[src/pkg/tw_cfg.svh]
/*
 * Register offsets, field positions, reset values and timing
 * counts of the two-wire master interface.
 * Assumes a byte-addressed Avalon-MM slave with 32-bit data.
 */
`ifndef TW_CFG_SVH
`define TW_CFG_SVH

// Byte offsets, one aligned word per register
`define TW_OFS_MODE   5'h00
`define TW_OFS_CTRL   5'h04
`define TW_OFS_STAT   5'h08
`define TW_OFS_DATA   5'h0C
`define TW_OFS_RATE   5'h10
`define TW_OFS_SADR   5'h14

// Mode register fields
`define TW_MODE_MLS   3

// Control register fields
`define TW_CTRL_ICE   7
`define TW_CTRL_BUS_INTERRUPT_ENABLE  6
`define TW_CTRL_MST   5
`define TW_CTRL_TRS   4
`define TW_CTRL_BUS_BUSY_FLAG  2
`define TW_CTRL_BUS_INTERRUPT_FLAG  1
`define TW_CTRL_SCP   0

// Status register fields
`define TW_STAT_ERROR_STOP_FLAG  7
`define TW_STAT_STOP  6
`define TW_STAT_TRANSFER_END_FLAG  5
`define TW_STAT_AL    3
`define TW_STAT_AAS   2
`define TW_STAT_ADZ   1
`define TW_STAT_ACK_BIT_VALUE  0

// Unit reset and rate register fields
`define TW_RATE_RST   1
`define TW_RATE_RATE_EXTEND_SELECT  0
`define TW_RATE_RSVD  6'h3F

// Reset values
`define TW_RST_ADDR   7'h00
`define TW_RST_FS     1'b1

// Timing: half bit period in clk cycles before prescale shift
`define TW_HALF_BASE  16'h0004
`define TW_FRAME_LAST 4'h7
`define TW_SLV_BITS   4'h8
`define TW_GC_ADDR    7'h00

`endif

[src/pkg/tw_pkg.sv]
/*
 * Types of the two-wire master interface: state encodings and
 * the packed state records of the design modules.
 * Assumes nothing beyond a SystemVerilog compiler.
 */
`default_nettype none

package tw_pkg;

    // Master sequencer, Gray coded along start, byte, ack, stop
    typedef enum logic [3:0] {
        TW_M_IDLE  = 4'h0,
        TW_M_START = 4'h1,
        TW_M_HOLD  = 4'h3,
        TW_M_BLO   = 4'h2,
        TW_M_BHI   = 4'h6,
        TW_M_ALO   = 4'h7,
        TW_M_AHI   = 4'h5,
        TW_M_SLO   = 4'h4,
        TW_M_SHI   = 4'hC,
        TW_M_SREL  = 4'hD
    } tw_mstate_t;

    // Slave listener
    typedef enum logic [1:0] {
        TW_S_IDLE  = 2'h0,
        TW_S_SHIFT = 2'h1,
        TW_S_ACK   = 2'h3,
        TW_S_SKIP  = 2'h2
    } tw_sstate_t;

    typedef struct packed {
        logic s1;
        logic s2;
    } tw_sync_t;

    typedef struct packed {
        logic        msb_lsb_order;
        logic [2:0]  cks;
        logic        interface_enable;
        logic        bus_interrupt_enable;
        logic        master_select;
        logic        direction_transmit;
        logic        bus_interrupt_flag;
        logic        busy;
        logic        error_stop_flag;
        logic        stop;
        logic        transfer_end_flag;
        logic        al;
        logic        own_address_matched;
        logic        general_call_seen;
        logic        ack_bit_value;
        logic        unit_rst;
        logic        rate_ext;
        logic [6:0]  own_addr;
        logic        fs;
        logic [7:0]  tx_data;
        logic        tx_pend;
        logic [7:0]  rx_data;
        tw_mstate_t  m_state;
        logic [3:0]  m_cnt;
        logic [7:0]  m_shift;
        logic [15:0] tick_cnt;
        logic [15:0] lo_len;
        tw_sstate_t  s_state;
        logic        s_addr;
        logic [3:0]  s_cnt;
        logic [7:0]  s_shift;
        logic        scl_drv;
        logic        sda_drv;
        logic        s_sda_drv;
        logic        scl_d;
        logic        sda_d;
        logic        bus_ack;
        logic [31:0] rdata;
    } tw_state_t;

endpackage

`default_nettype wire

[src/logic/tw_master.sv]
/*
 * Two-wire bus interface: master transmit sequencer, slave address
 * listener with receive, and the register file on Avalon-MM.
 * Assumes open-drain pads resolved outside; clk at 10 MHz.
 */
`default_nettype none
`include "tw_cfg.svh"

// Functional notes
// - Unit reset/rate register bits 7..2 always read one, writes ignored.
// - Writing unit reset one idles the bus engine, registers keep values.
// - Rate extension bit with prescale field sets the master bit rate.
// - After master end, idle shows all status flags zero once software clears.
// - Master frame end shows master, busy and transfer end set.
// - Own address match shows slave, receive, busy and matched flag.
// - General call sets matched and general call flags, busy, slave.
// - Slave frame end leaves transfer end clear; ack bit shows value.
// - First frame after a start is exactly eight bits.
// - Start is data falling while clock stays high.
// - Stop is data rising while clock stays high.
// - Direction bit one means slave to master, zero master to slave.
// - Receiver pulls data low in the ack slot to acknowledge.
// - Busy one with qualifier zero makes start, sets interrupt and end flags.
// - First frame carries seven-bit address then direction bit.
// - Interrupt flag rises at ninth clock rise; master holds clock low until data or stop, slave never drives it.
// - Transmit loads returned ack; receive sends software ack bit.
module tw_master
    import tw_pkg::*;
(
    input  wire logic        clk,
    input  wire logic        rst_b,
    input  wire logic [4:0]  avs_address,
    input  wire logic        avs_read,
    input  wire logic        avs_write,
    input  wire logic [31:0] avs_writedata,
    input  wire logic [3:0]  avs_byteenable,
    output logic      [31:0] avs_readdata,
    output logic             avs_waitrequest,
    input  wire logic        scl_i,
    output logic             scl_o,
    output logic             scl_oe,
    input  wire logic        sda_i,
    output logic             sda_o,
    output logic             sda_oe,
    output logic             irq
);

    tw_state_t   r;
    tw_state_t   n;
    logic        scl_s;
    logic        sda_s;
    logic        wr;
    logic        rd;
    logic [7:0]  wd;
    logic [3:0]  shift;
    logic [15:0] half_lim;
    logic        tick;
    logic        scl_rise;
    logic        scl_fall;
    logic        start_det;
    logic        stop_det;
    logic        start_req;
    logic        stop_req;
    logic [7:0]  tx_rev;

    tw_sync u_scl_sync (.clk(clk), .rst_b(rst_b), .d(scl_i), .q(scl_s));
    tw_sync u_sda_sync (.clk(clk), .rst_b(rst_b), .d(sda_i), .q(sda_s));

    // One wait cycle per access, then the access takes effect
    assign avs_waitrequest = (avs_read | avs_write) & ~r.bus_ack;
    assign wr              = avs_write & r.bus_ack & avs_byteenable[0];
    assign rd              = avs_read & r.bus_ack;
    assign wd              = avs_writedata[7:0];

    // Mirrored byte for lsb-first order, kept out of the select to stay legal
    assign tx_rev = {<<{r.tx_data}};

    assign shift    = {1'b0, r.cks} + {3'h0, ~r.rate_ext};
    assign half_lim = `TW_HALF_BASE << shift;
    assign tick     = (r.tick_cnt == half_lim - 16'h0001);

    // Line events from the synchronised copies only
    assign scl_rise  = scl_s & ~r.scl_d;
    assign scl_fall  = ~scl_s & r.scl_d;
    assign start_det = ~sda_s & r.sda_d & scl_s & r.scl_d;
    assign stop_det  = sda_s & ~r.sda_d & scl_s & r.scl_d;

    assign scl_o        = 1'b0;
    assign sda_o        = 1'b0;
    assign scl_oe       = r.scl_drv;
    assign sda_oe       = r.sda_drv | r.s_sda_drv;
    assign irq          = r.bus_interrupt_flag & r.bus_interrupt_enable;
    assign avs_readdata = r.rdata;

    // Register file, master sequencer and slave listener
    always_comb begin
        n         = r;
        start_req = 1'b0;
        stop_req  = 1'b0;
        n.scl_d   = scl_s;
        n.sda_d   = sda_s;
        n.bus_ack = (avs_read | avs_write) & ~r.bus_ack;
        n.lo_len  = (r.m_state == TW_M_BLO) ? r.lo_len + 16'h0001 : 16'h0000;
        // Read mux, captured as the answer is given
        if (avs_read & ~r.bus_ack) begin
            case (avs_address)
                `TW_OFS_MODE: n.rdata = {28'h0, r.msb_lsb_order, r.cks};
                `TW_OFS_CTRL: n.rdata = {24'h0, r.interface_enable, r.bus_interrupt_enable, r.master_select, r.direction_transmit, 1'b0, r.busy, r.bus_interrupt_flag, 1'b1};
                `TW_OFS_STAT: n.rdata = {24'h0, r.error_stop_flag, r.stop, r.transfer_end_flag, 1'b0, r.al, r.own_address_matched, r.general_call_seen, r.ack_bit_value};
                `TW_OFS_DATA: n.rdata = {24'h0, r.rx_data};
                `TW_OFS_RATE: n.rdata = {24'h0, `TW_RATE_RSVD, r.unit_rst, r.rate_ext};
                `TW_OFS_SADR: n.rdata = {24'h0, r.own_addr, r.fs};
                default:      n.rdata = 32'h0000_0000;
            endcase
        end
        // Reading received data in receive mode clears match flags
        if (rd && avs_address == `TW_OFS_DATA && !r.direction_transmit) begin
            n.own_address_matched = 1'b0;
            n.general_call_seen = 1'b0;
        end
        // Software writes first, so hardware sets below win
        if (wr) begin
            case (avs_address)
                `TW_OFS_MODE: begin
                    n.msb_lsb_order = wd[`TW_MODE_MLS];
                    n.cks = wd[2:0];
                end
                `TW_OFS_CTRL: begin
                    n.interface_enable  = wd[`TW_CTRL_ICE];
                    n.bus_interrupt_enable = wd[`TW_CTRL_BUS_INTERRUPT_ENABLE];
                    n.master_select  = wd[`TW_CTRL_MST];
                    n.direction_transmit  = wd[`TW_CTRL_TRS];
                    if (!wd[`TW_CTRL_BUS_INTERRUPT_FLAG]) begin
                        n.bus_interrupt_flag = 1'b0;
                    end
                    start_req = wd[`TW_CTRL_BUS_BUSY_FLAG] & ~wd[`TW_CTRL_SCP];
                    stop_req  = ~wd[`TW_CTRL_BUS_BUSY_FLAG] & ~wd[`TW_CTRL_SCP];
                end
                `TW_OFS_STAT: begin
                    n.error_stop_flag = r.error_stop_flag & wd[`TW_STAT_ERROR_STOP_FLAG];
                    n.stop = r.stop & wd[`TW_STAT_STOP];
                    n.transfer_end_flag = r.transfer_end_flag & wd[`TW_STAT_TRANSFER_END_FLAG];
                    n.al   = r.al & wd[`TW_STAT_AL];
                    n.own_address_matched  = r.own_address_matched & wd[`TW_STAT_AAS];
                    n.general_call_seen  = r.general_call_seen & wd[`TW_STAT_ADZ];
                    n.ack_bit_value = wd[`TW_STAT_ACK_BIT_VALUE];
                end
                `TW_OFS_DATA: begin
                    n.tx_data = wd;
                    n.tx_pend = 1'b1;
                    n.transfer_end_flag    = 1'b0;
                    n.own_address_matched     = 1'b0;
                    n.general_call_seen     = 1'b0;
                end
                `TW_OFS_RATE: begin
                    n.unit_rst = wd[`TW_RATE_RST];
                    n.rate_ext = wd[`TW_RATE_RATE_EXTEND_SELECT];
                end
                `TW_OFS_SADR: begin
                    n.own_addr = wd[7:1];
                    n.fs       = wd[0];
                end
                default: ;
            endcase
        end
        // Bit timer; a slave holding the clock low stretches the high phase
        if (!(r.m_state == TW_M_IDLE || r.m_state == TW_M_HOLD) && (r.scl_drv || scl_s)) begin
            n.tick_cnt = tick ? 16'h0000 : r.tick_cnt + 16'h0001;
        end
        unique case (r.m_state)
            TW_M_IDLE: begin
                n.scl_drv  = 1'b0;
                n.sda_drv  = 1'b0;
                n.tick_cnt = 16'h0000;
                if (start_req && r.interface_enable && r.master_select && r.direction_transmit && !r.busy) begin
                    n.m_state = TW_M_START;
                    n.sda_drv = 1'b1;
                    n.busy    = 1'b1;
                end
            end
            TW_M_START: begin
                if (tick) begin
                    n.m_state = TW_M_HOLD;
                    n.scl_drv = 1'b1;
                    n.bus_interrupt_flag    = 1'b1;
                    n.transfer_end_flag    = 1'b1;
                end
            end
            TW_M_HOLD: begin
                n.scl_drv  = 1'b1;
                n.sda_drv  = 1'b1;
                n.tick_cnt = 16'h0000;
                if (r.tx_pend) begin
                    // address byte goes out as written, order per mls
                    n.m_state = TW_M_BLO;
                    n.tx_pend = 1'b0;
                    n.m_cnt   = 4'h0;
                    n.m_shift = r.msb_lsb_order ? tx_rev : r.tx_data;
                    n.sda_drv = ~n.m_shift[7];
                end else if (stop_req) begin
                    n.m_state = TW_M_SLO;
                end
            end
            TW_M_BLO: begin
                if (tick) begin
                    n.m_state = TW_M_BHI;
                    n.scl_drv = 1'b0;
                end
            end
            TW_M_BHI: begin
                if (tick) begin
                    if (!r.sda_drv && !sda_s) begin
                        // Another master pulled data low
                        n.m_state = TW_M_IDLE;
                        n.al      = 1'b1;
                        n.master_select     = 1'b0;
                        n.direction_transmit     = 1'b0;
                        n.sda_drv = 1'b0;
                    end else if (r.m_cnt == `TW_FRAME_LAST) begin
                        n.m_state = TW_M_ALO;
                        n.scl_drv = 1'b1;
                        n.sda_drv = 1'b0;
                    end else begin
                        n.m_state = TW_M_BLO;
                        n.scl_drv = 1'b1;
                        n.m_cnt   = r.m_cnt + 4'h1;
                        n.m_shift = {r.m_shift[6:0], 1'b0};
                        n.sda_drv = ~r.m_shift[6];
                    end
                end
            end
            TW_M_ALO: begin
                if (tick) begin
                    n.m_state = TW_M_AHI;
                    n.scl_drv = 1'b0;
                    n.bus_interrupt_flag    = 1'b1;
                    n.transfer_end_flag    = 1'b1;
                end
            end
            TW_M_AHI: begin
                if (tick) begin
                    n.ack_bit_value    = sda_s;
                    n.m_state = TW_M_HOLD;
                    n.scl_drv = 1'b1;
                    n.sda_drv = 1'b1;
                end
            end
            TW_M_SLO: begin
                if (tick) begin
                    n.m_state = TW_M_SHI;
                    n.scl_drv = 1'b0;
                end
            end
            TW_M_SHI: begin
                if (tick) begin
                    n.m_state = TW_M_SREL;
                    n.sda_drv = 1'b0;
                end
            end
            TW_M_SREL: begin
                if (tick) begin
                    n.m_state = TW_M_IDLE;
                    n.busy    = 1'b0;
                end
            end
            default: begin
                n.m_state = TW_M_IDLE;
                n.scl_drv = 1'b0;
                n.sda_drv = 1'b0;
            end
        endcase
        // Slave listener runs only while this end is not mastering
        if (r.m_state == TW_M_IDLE && r.interface_enable) begin
            if (start_det) begin
                n.busy      = 1'b1;
                n.s_state   = TW_S_SHIFT;
                n.s_addr    = 1'b1;
                n.s_cnt     = 4'h0;
                n.s_sda_drv = 1'b0;
            end else if (stop_det) begin
                n.busy      = 1'b0;
                n.stop      = 1'b1;
                n.error_stop_flag      = r.error_stop_flag | (r.s_state == TW_S_SHIFT && r.s_cnt != 4'h0);
                n.s_state   = TW_S_IDLE;
                n.s_sda_drv = 1'b0;
            end else begin
                unique case (r.s_state)
                    TW_S_IDLE, TW_S_SKIP: ;
                    TW_S_SHIFT: begin
                        if (scl_rise && r.s_cnt != `TW_SLV_BITS) begin
                            n.s_shift = {r.s_shift[6:0], sda_s};
                            n.s_cnt   = r.s_cnt + 4'h1;
                        end else if (scl_fall && r.s_cnt == `TW_SLV_BITS) begin
                            if (!r.s_addr) begin
                                n.rx_data   = r.s_shift;
                                n.s_sda_drv = ~r.ack_bit_value;
                                n.s_state   = TW_S_ACK;
                            end else if (r.s_shift[7:1] == `TW_GC_ADDR
                                         || (r.s_shift[7:1] == r.own_addr && !r.fs)) begin
                                n.own_address_matched       = 1'b1;
                                n.general_call_seen       = (r.s_shift[7:1] == `TW_GC_ADDR);
                                n.master_select       = 1'b0;
                                n.direction_transmit       = 1'b0;
                                n.s_sda_drv = ~r.s_shift[0];
                                n.s_state   = TW_S_ACK;
                            end else begin
                                n.s_state = TW_S_SKIP;
                            end
                        end
                    end
                    TW_S_ACK: begin
                        if (scl_rise) begin
                            // no transfer end in slave mode
                            n.bus_interrupt_flag = 1'b1;
                        end else if (scl_fall) begin
                            n.s_sda_drv = 1'b0;
                            n.s_cnt     = 4'h0;
                            n.s_addr    = 1'b0;
                            n.s_state   = TW_S_SHIFT;
                        end
                    end
                endcase
            end
        end
        if (r.unit_rst) begin
            n.m_state   = TW_M_IDLE;
            n.s_state   = TW_S_IDLE;
            n.scl_drv   = 1'b0;
            n.sda_drv   = 1'b0;
            n.s_sda_drv = 1'b0;
            n.tx_pend   = 1'b0;
        end
    end

    always_ff @(posedge clk or negedge rst_b) begin
        if (!rst_b) begin
            r          <= '0;
            r.own_addr <= `TW_RST_ADDR;
            r.fs       <= `TW_RST_FS;
            r.scl_d    <= 1'b1;
            r.sda_d    <= 1'b1;
        end else begin
            r <= n;
        end
    end
endmodule

`default_nettype wire

[src/logic/tw_sync.sv]
/*
 * Two flip-flop synchroniser for one bus line.
 * Assumes the line idles high, so both stages reset to one.
 */
`default_nettype none

module tw_sync
    import tw_pkg::*;
(
    input  wire logic clk,
    input  wire logic rst_b,
    input  wire logic d,
    output logic      q
);

    tw_sync_t r;
    tw_sync_t n;

    // First stage feeds only the second
    always_comb begin
        n    = r;
        n.s1 = d;
        n.s2 = r.s1;
    end

    always_ff @(posedge clk or negedge rst_b) begin
        if (!rst_b) begin
            r <= 2'h3;
        end else begin
            r <= n;
        end
    end

    assign q = r.s2;

endmodule

`default_nettype wire

[config.mk]
export PLATFORM = sky130hd
export DESIGN_NAME = tw_master
export DESIGN_NICKNAME = d
export VERILOG_FILES = /design/src/pkg/tw_pkg.sv /design/src/logic/tw_master.sv /design/src/logic/tw_sync.sv
export VERILOG_INCLUDE_DIRS = /design/src /design/src/pkg
export SDC_FILE = /design/constraint.sdc
export NUM_CORES = 1
export LEC_CHECK = 0
export BUFFER_PORTS_ARGS = -buffer_cell sky130_fd_sc_hd__buf_4
export CAP_MARGIN = 5
export CORE_UTILIZATION = 45
export DETAILED_ROUTE_END_ITERATION = 12
export GPL_ROUTABILITY_DRIVEN = 0
export PLACE_DENSITY = 0.72
export SLEW_MARGIN = 30
export SYNTH_ARGS = -nofsm -noshare
export SYNTH_HDL_FRONTEND = slang
export SYNTH_HIERARCHICAL = 1
export SYNTH_SLANG_ARGS = --single-unit
[constraint.sdc]
create_clock -name clk -period 12.1 [get_ports clk]
set_input_delay 1.21 -clock clk [delete_from_list [all_inputs] [get_ports clk]]
set_output_delay 1.21 -clock clk [all_outputs]
set_load 0.05 [all_outputs]
==> reports/metrics.yaml <==
placed_design:
  detailed_place_hpwl_um: 11100
  buffer_ports.inserted: 31
  post-place-ws_ns: 6.79
timing:
  max_freq_mhz: 186
  final_min_period_over_clock_period_pct: 44.5
  timing.final.ws_setup_ns: 6.72
  setup_repair_after_global_routing_missed_its_margin: "no"
  tightest_slew_ns: 0.883
  timing.final.hold_violations: 0
  timing.clock.skew_ns: 0.0104
  timing_max_transition_violations_final: 0
  finalSetupViolations: 0
  slew_headroom_pct: 40.9
  fin_crit_ns: 5.38
  tns_ns: 0
  hold_slack_ns: 0.358
cells_and_area:
  layout.filler_cells: 1382
  mostFrequentLayoutCells: "101 x dfrtp_1, 66 x nand2_1, 55 x o21ai_0"
  synthToLayoutAreaGrowth_pct: 6.67
  layout_commonest_cell: "dfrtp_1"
  number_of_diodes: 0
  finalNetCount: 797
  drive_above_1_share_pct: 17.3
worst_setup_path:
  timing.critical_path.buf_inv: 1
  critical_path_required_ns: 12.32
  crit_top_cell: "ha_1"
  endpoint_arrival_time_on_the_critical_path_ns: 5.60
  cp_top_family: "simple AND/OR/NAND/NOR gates"
  crit_slowest_cell: "or4bb_1"
  setup.worst_path.start_class: "register"
  end_kind: "register"
  crit_path_max_cell_delay_ns: 0.83
  crit_path_cell_trace: "ha_1, nand4bb_1, o22ai_2, inv_1, ha_1, xnor2_1, a311o_1, a221oi_1, nand4_1, a2111oi_0, or4bb_1, nand2_1, or2_2, a31oi_1"
  worstSetupPathType: "reg -> reg"
  worst-path-max-fanout: 22
power:
  power.share.clock_pct: 27.3
  power.combinational.fraction_pct: 32.3
  pwr_density_cell_nw_per_um2: 149
  p_leak_nw: 3.31
  peakVddDrop_v: 0.0000958
  net-switching-power_mw: 0.415
  int_power_mw: 0.681
  swShare_pct: 37.9
  share_seq_of_total_power_pct: 40.4
clock_tree:
  post_cts_resized: 0
  clock-root-buffer: "clkbuf_16"
  cts_buffer_depth: 2
  cts.sinks: 108
  clkTransAtPathRegs_ns: 0.08
  ctsHtreeMaxLevel: 3
  cts.repair_timing.setup_buffer_count: 0
  tritoncts.num_buffers: 9
  worstSkewPairLatency_ns: 0.36
  postCtsHoldBufs: 0
  tritoncts_clock_tree: "yes"
floorplanning:
  initial_util_pct: 46.7
  total_die_area_um2: 15800
  die-width_um: 126
  floorplan.core_area_um2: 14800
  placement_rows: 44
  die_y_um: 126
  io-pin-count: 85
min_path:
  min-delay-path-class: "reg -> reg"
routing:
  drt_pass1_iterations: 5
  wl_um: 15500
  drt-initial-drc-count: 578
  drc: 0
  antenna_left: 0
  detail_routed_net_length_per_standard_cell_um: 16.6
  drt-vias-per-instance: 5.87
  dr_total_vias: 5466
yosys:
  cells_after_synthesis: 746
  synth_flop_cell: "dfrtp_1"
  post_synth_design_cell_area_um2: 6890
  ys_ff_latch: 108
  yosysWarningCount: 6
  yosys.area.top_type: "dfrtp_1"
  syn_area_per_cell_um2: 9.23
  number_of_unique_standard_cell_types_used_by_synthesis: 73
  seq_area_frac_synth_pct: 39.4
  synth_edf_count: 0
  synthDominantCellAreaShare_pct: 36.7
  async_reset_ff_share_pct: 100
  top_cells_by_area_in_the_synthesized_netlist: "dfrtp_1 37%, mux2_2 8.5%, o21ai_0 4.0%"
global_routing:
  grt_total_ovfl: 0
  pin_count_of_the_biggest_net_entering_global_routing: 64
  antenna_violations_before_repair: 0
  overall_track_demand_over_capacity_in_global_routing_pct: 20.4
  first_pass_grt_wire_length_um: 25800
  via_count_of_the_first_global_routing_pass: 5029
job:
  maxCapViolCount: 0
outcome:
  run_status: "completed"
synth_stat cells (5+ instances only):
library cell,number
mux2_2,52
buf_4,35
dfstp_2,7
o211a_1,9
ha_1,8
xnor2_1,11
nor2_1,51
a31oi_1,19
or4_1,8
xor2_1,14
clkbuf_1,27
o31ai_1,5
or2_2,11
a21o_1,7
o21ai_0,55
a21oi_1,19
o32ai_1,6
buf_2,9
or3_1,9
and2_1,5
nor3_1,22
nand4_1,7
dfrtp_1,101
a22oi_1,5
a211oi_1,8
o22ai_1,7
nand2_1,66
mux2i_1,19
inv_1,24
and3_1,15
nand2b_1,12
nor4_1,7
nor2b_1,9
nand3_1,17
state kept, by name (all words and copies together), names as in the netlist:
signal	cells
avs_readdata	8
u_scl_sync/n	1
r	95
scl_oe	1
u_scl_sync/q	1
u_sda_sync/q	1
u_sda_sync/n	1
metrics by stage:
step	utilization [%]	instance area [µm²]	std cells	total power, mW
2_1_floorplan	-	6980	771	0.724
3_3_place_gp	47.7	7040	915	0.794
3_5_place_dp	47.7	7040	915	0.799
4_1_cts	49.8	7340	931	1.10
5_1_grt	49.8	7340	931	1.16
6_report	49.8	7340	931	1.10
layout make-up:
| class | instances | area [µm²] | share of cell area (%) |
|---|---|---|---|
| clock buffer | 10 | 239 | 3.25 |
| clock inverter | 6 | 63.8 | 0.869 |
| inverter | 24 | 90.1 | 1.23 |
| multi-input combinational | 565 | 3750 | 51.1 |
| sequential | 108 | 2710 | 36.9 |
| tap | 184 | 230 | 3.13 |
| timing repair buffer | 34 | 255 | 3.48 |
metal layers:
layer / vias to the layer above / share of wire (%) / global-route usage, %
li1: 2643 / - / -
met1: 2660 / 49 / 30.1
met2: 147 / 45 / 30.3
met3: 16 / 4.5 / 3.19
met4: 0 / 1.5 / 6.74
met5: - / 0 / 0
worst register-to-register path, delay by kind of cell, from the launching register on:
| kind | cells | cell delay (ns) |
|---|---|---|
| xor+xnor | 1 | 0.12 |
| buf+inv | 1 | 0.07 |
| compound gates | 5 | 1.31 |
| fa+ha+maj | 2 | 1.05 |
| simple gates | 5 | 1.98 |
| flops | 1 | 0.70 |
cells by family after synthesis:
family | synth area share (%)
buf+inv | 7.52
fa+ha+maj | 1.45
other cells | 0.0545
xor+xnor | 3.42
mux | 11.6
flops | 39.4
simple gates | 19.1
compound gates | 17.5
power by group through the flow:
stage          clock network (mW)  logic [mW]  registers, mW
5_1_grt                     0.319       0.391          0.450
3_3_place_gp                    0       0.346          0.448
2_1_floorplan                   0       0.297          0.426
6_report                    0.299       0.355          0.443
4_1_cts                     0.305       0.352          0.442
3_5_place_dp                    0       0.351          0.449
final timing paths:
check                      cells past startpoint                       from                      to  slack (ns)
max                                           14         r[142]$_DFFE_PN0P_       r[72]$_DFFE_PN0P_        6.72
min                                            0  u_scl_sync/n[0]$_DFF_PN1_  u_scl_sync/q$_DFF_PN1_        0.36
max reg2reg                                   14         r[142]$_DFFE_PN0P_       r[72]$_DFFE_PN0P_        6.72
min reg2reg                                    0  u_scl_sync/n[0]$_DFF_PN1_  u_scl_sync/q$_DFF_PN1_        0.36
max in group asynchronous                      2                      rst_b      r[127]$_DFFE_PN0P_       10.05
min in group asynchronous                      1                      rst_b       r[70]$_DFFE_PN0P_        0.83
Power figures use the tool's default switching activity.
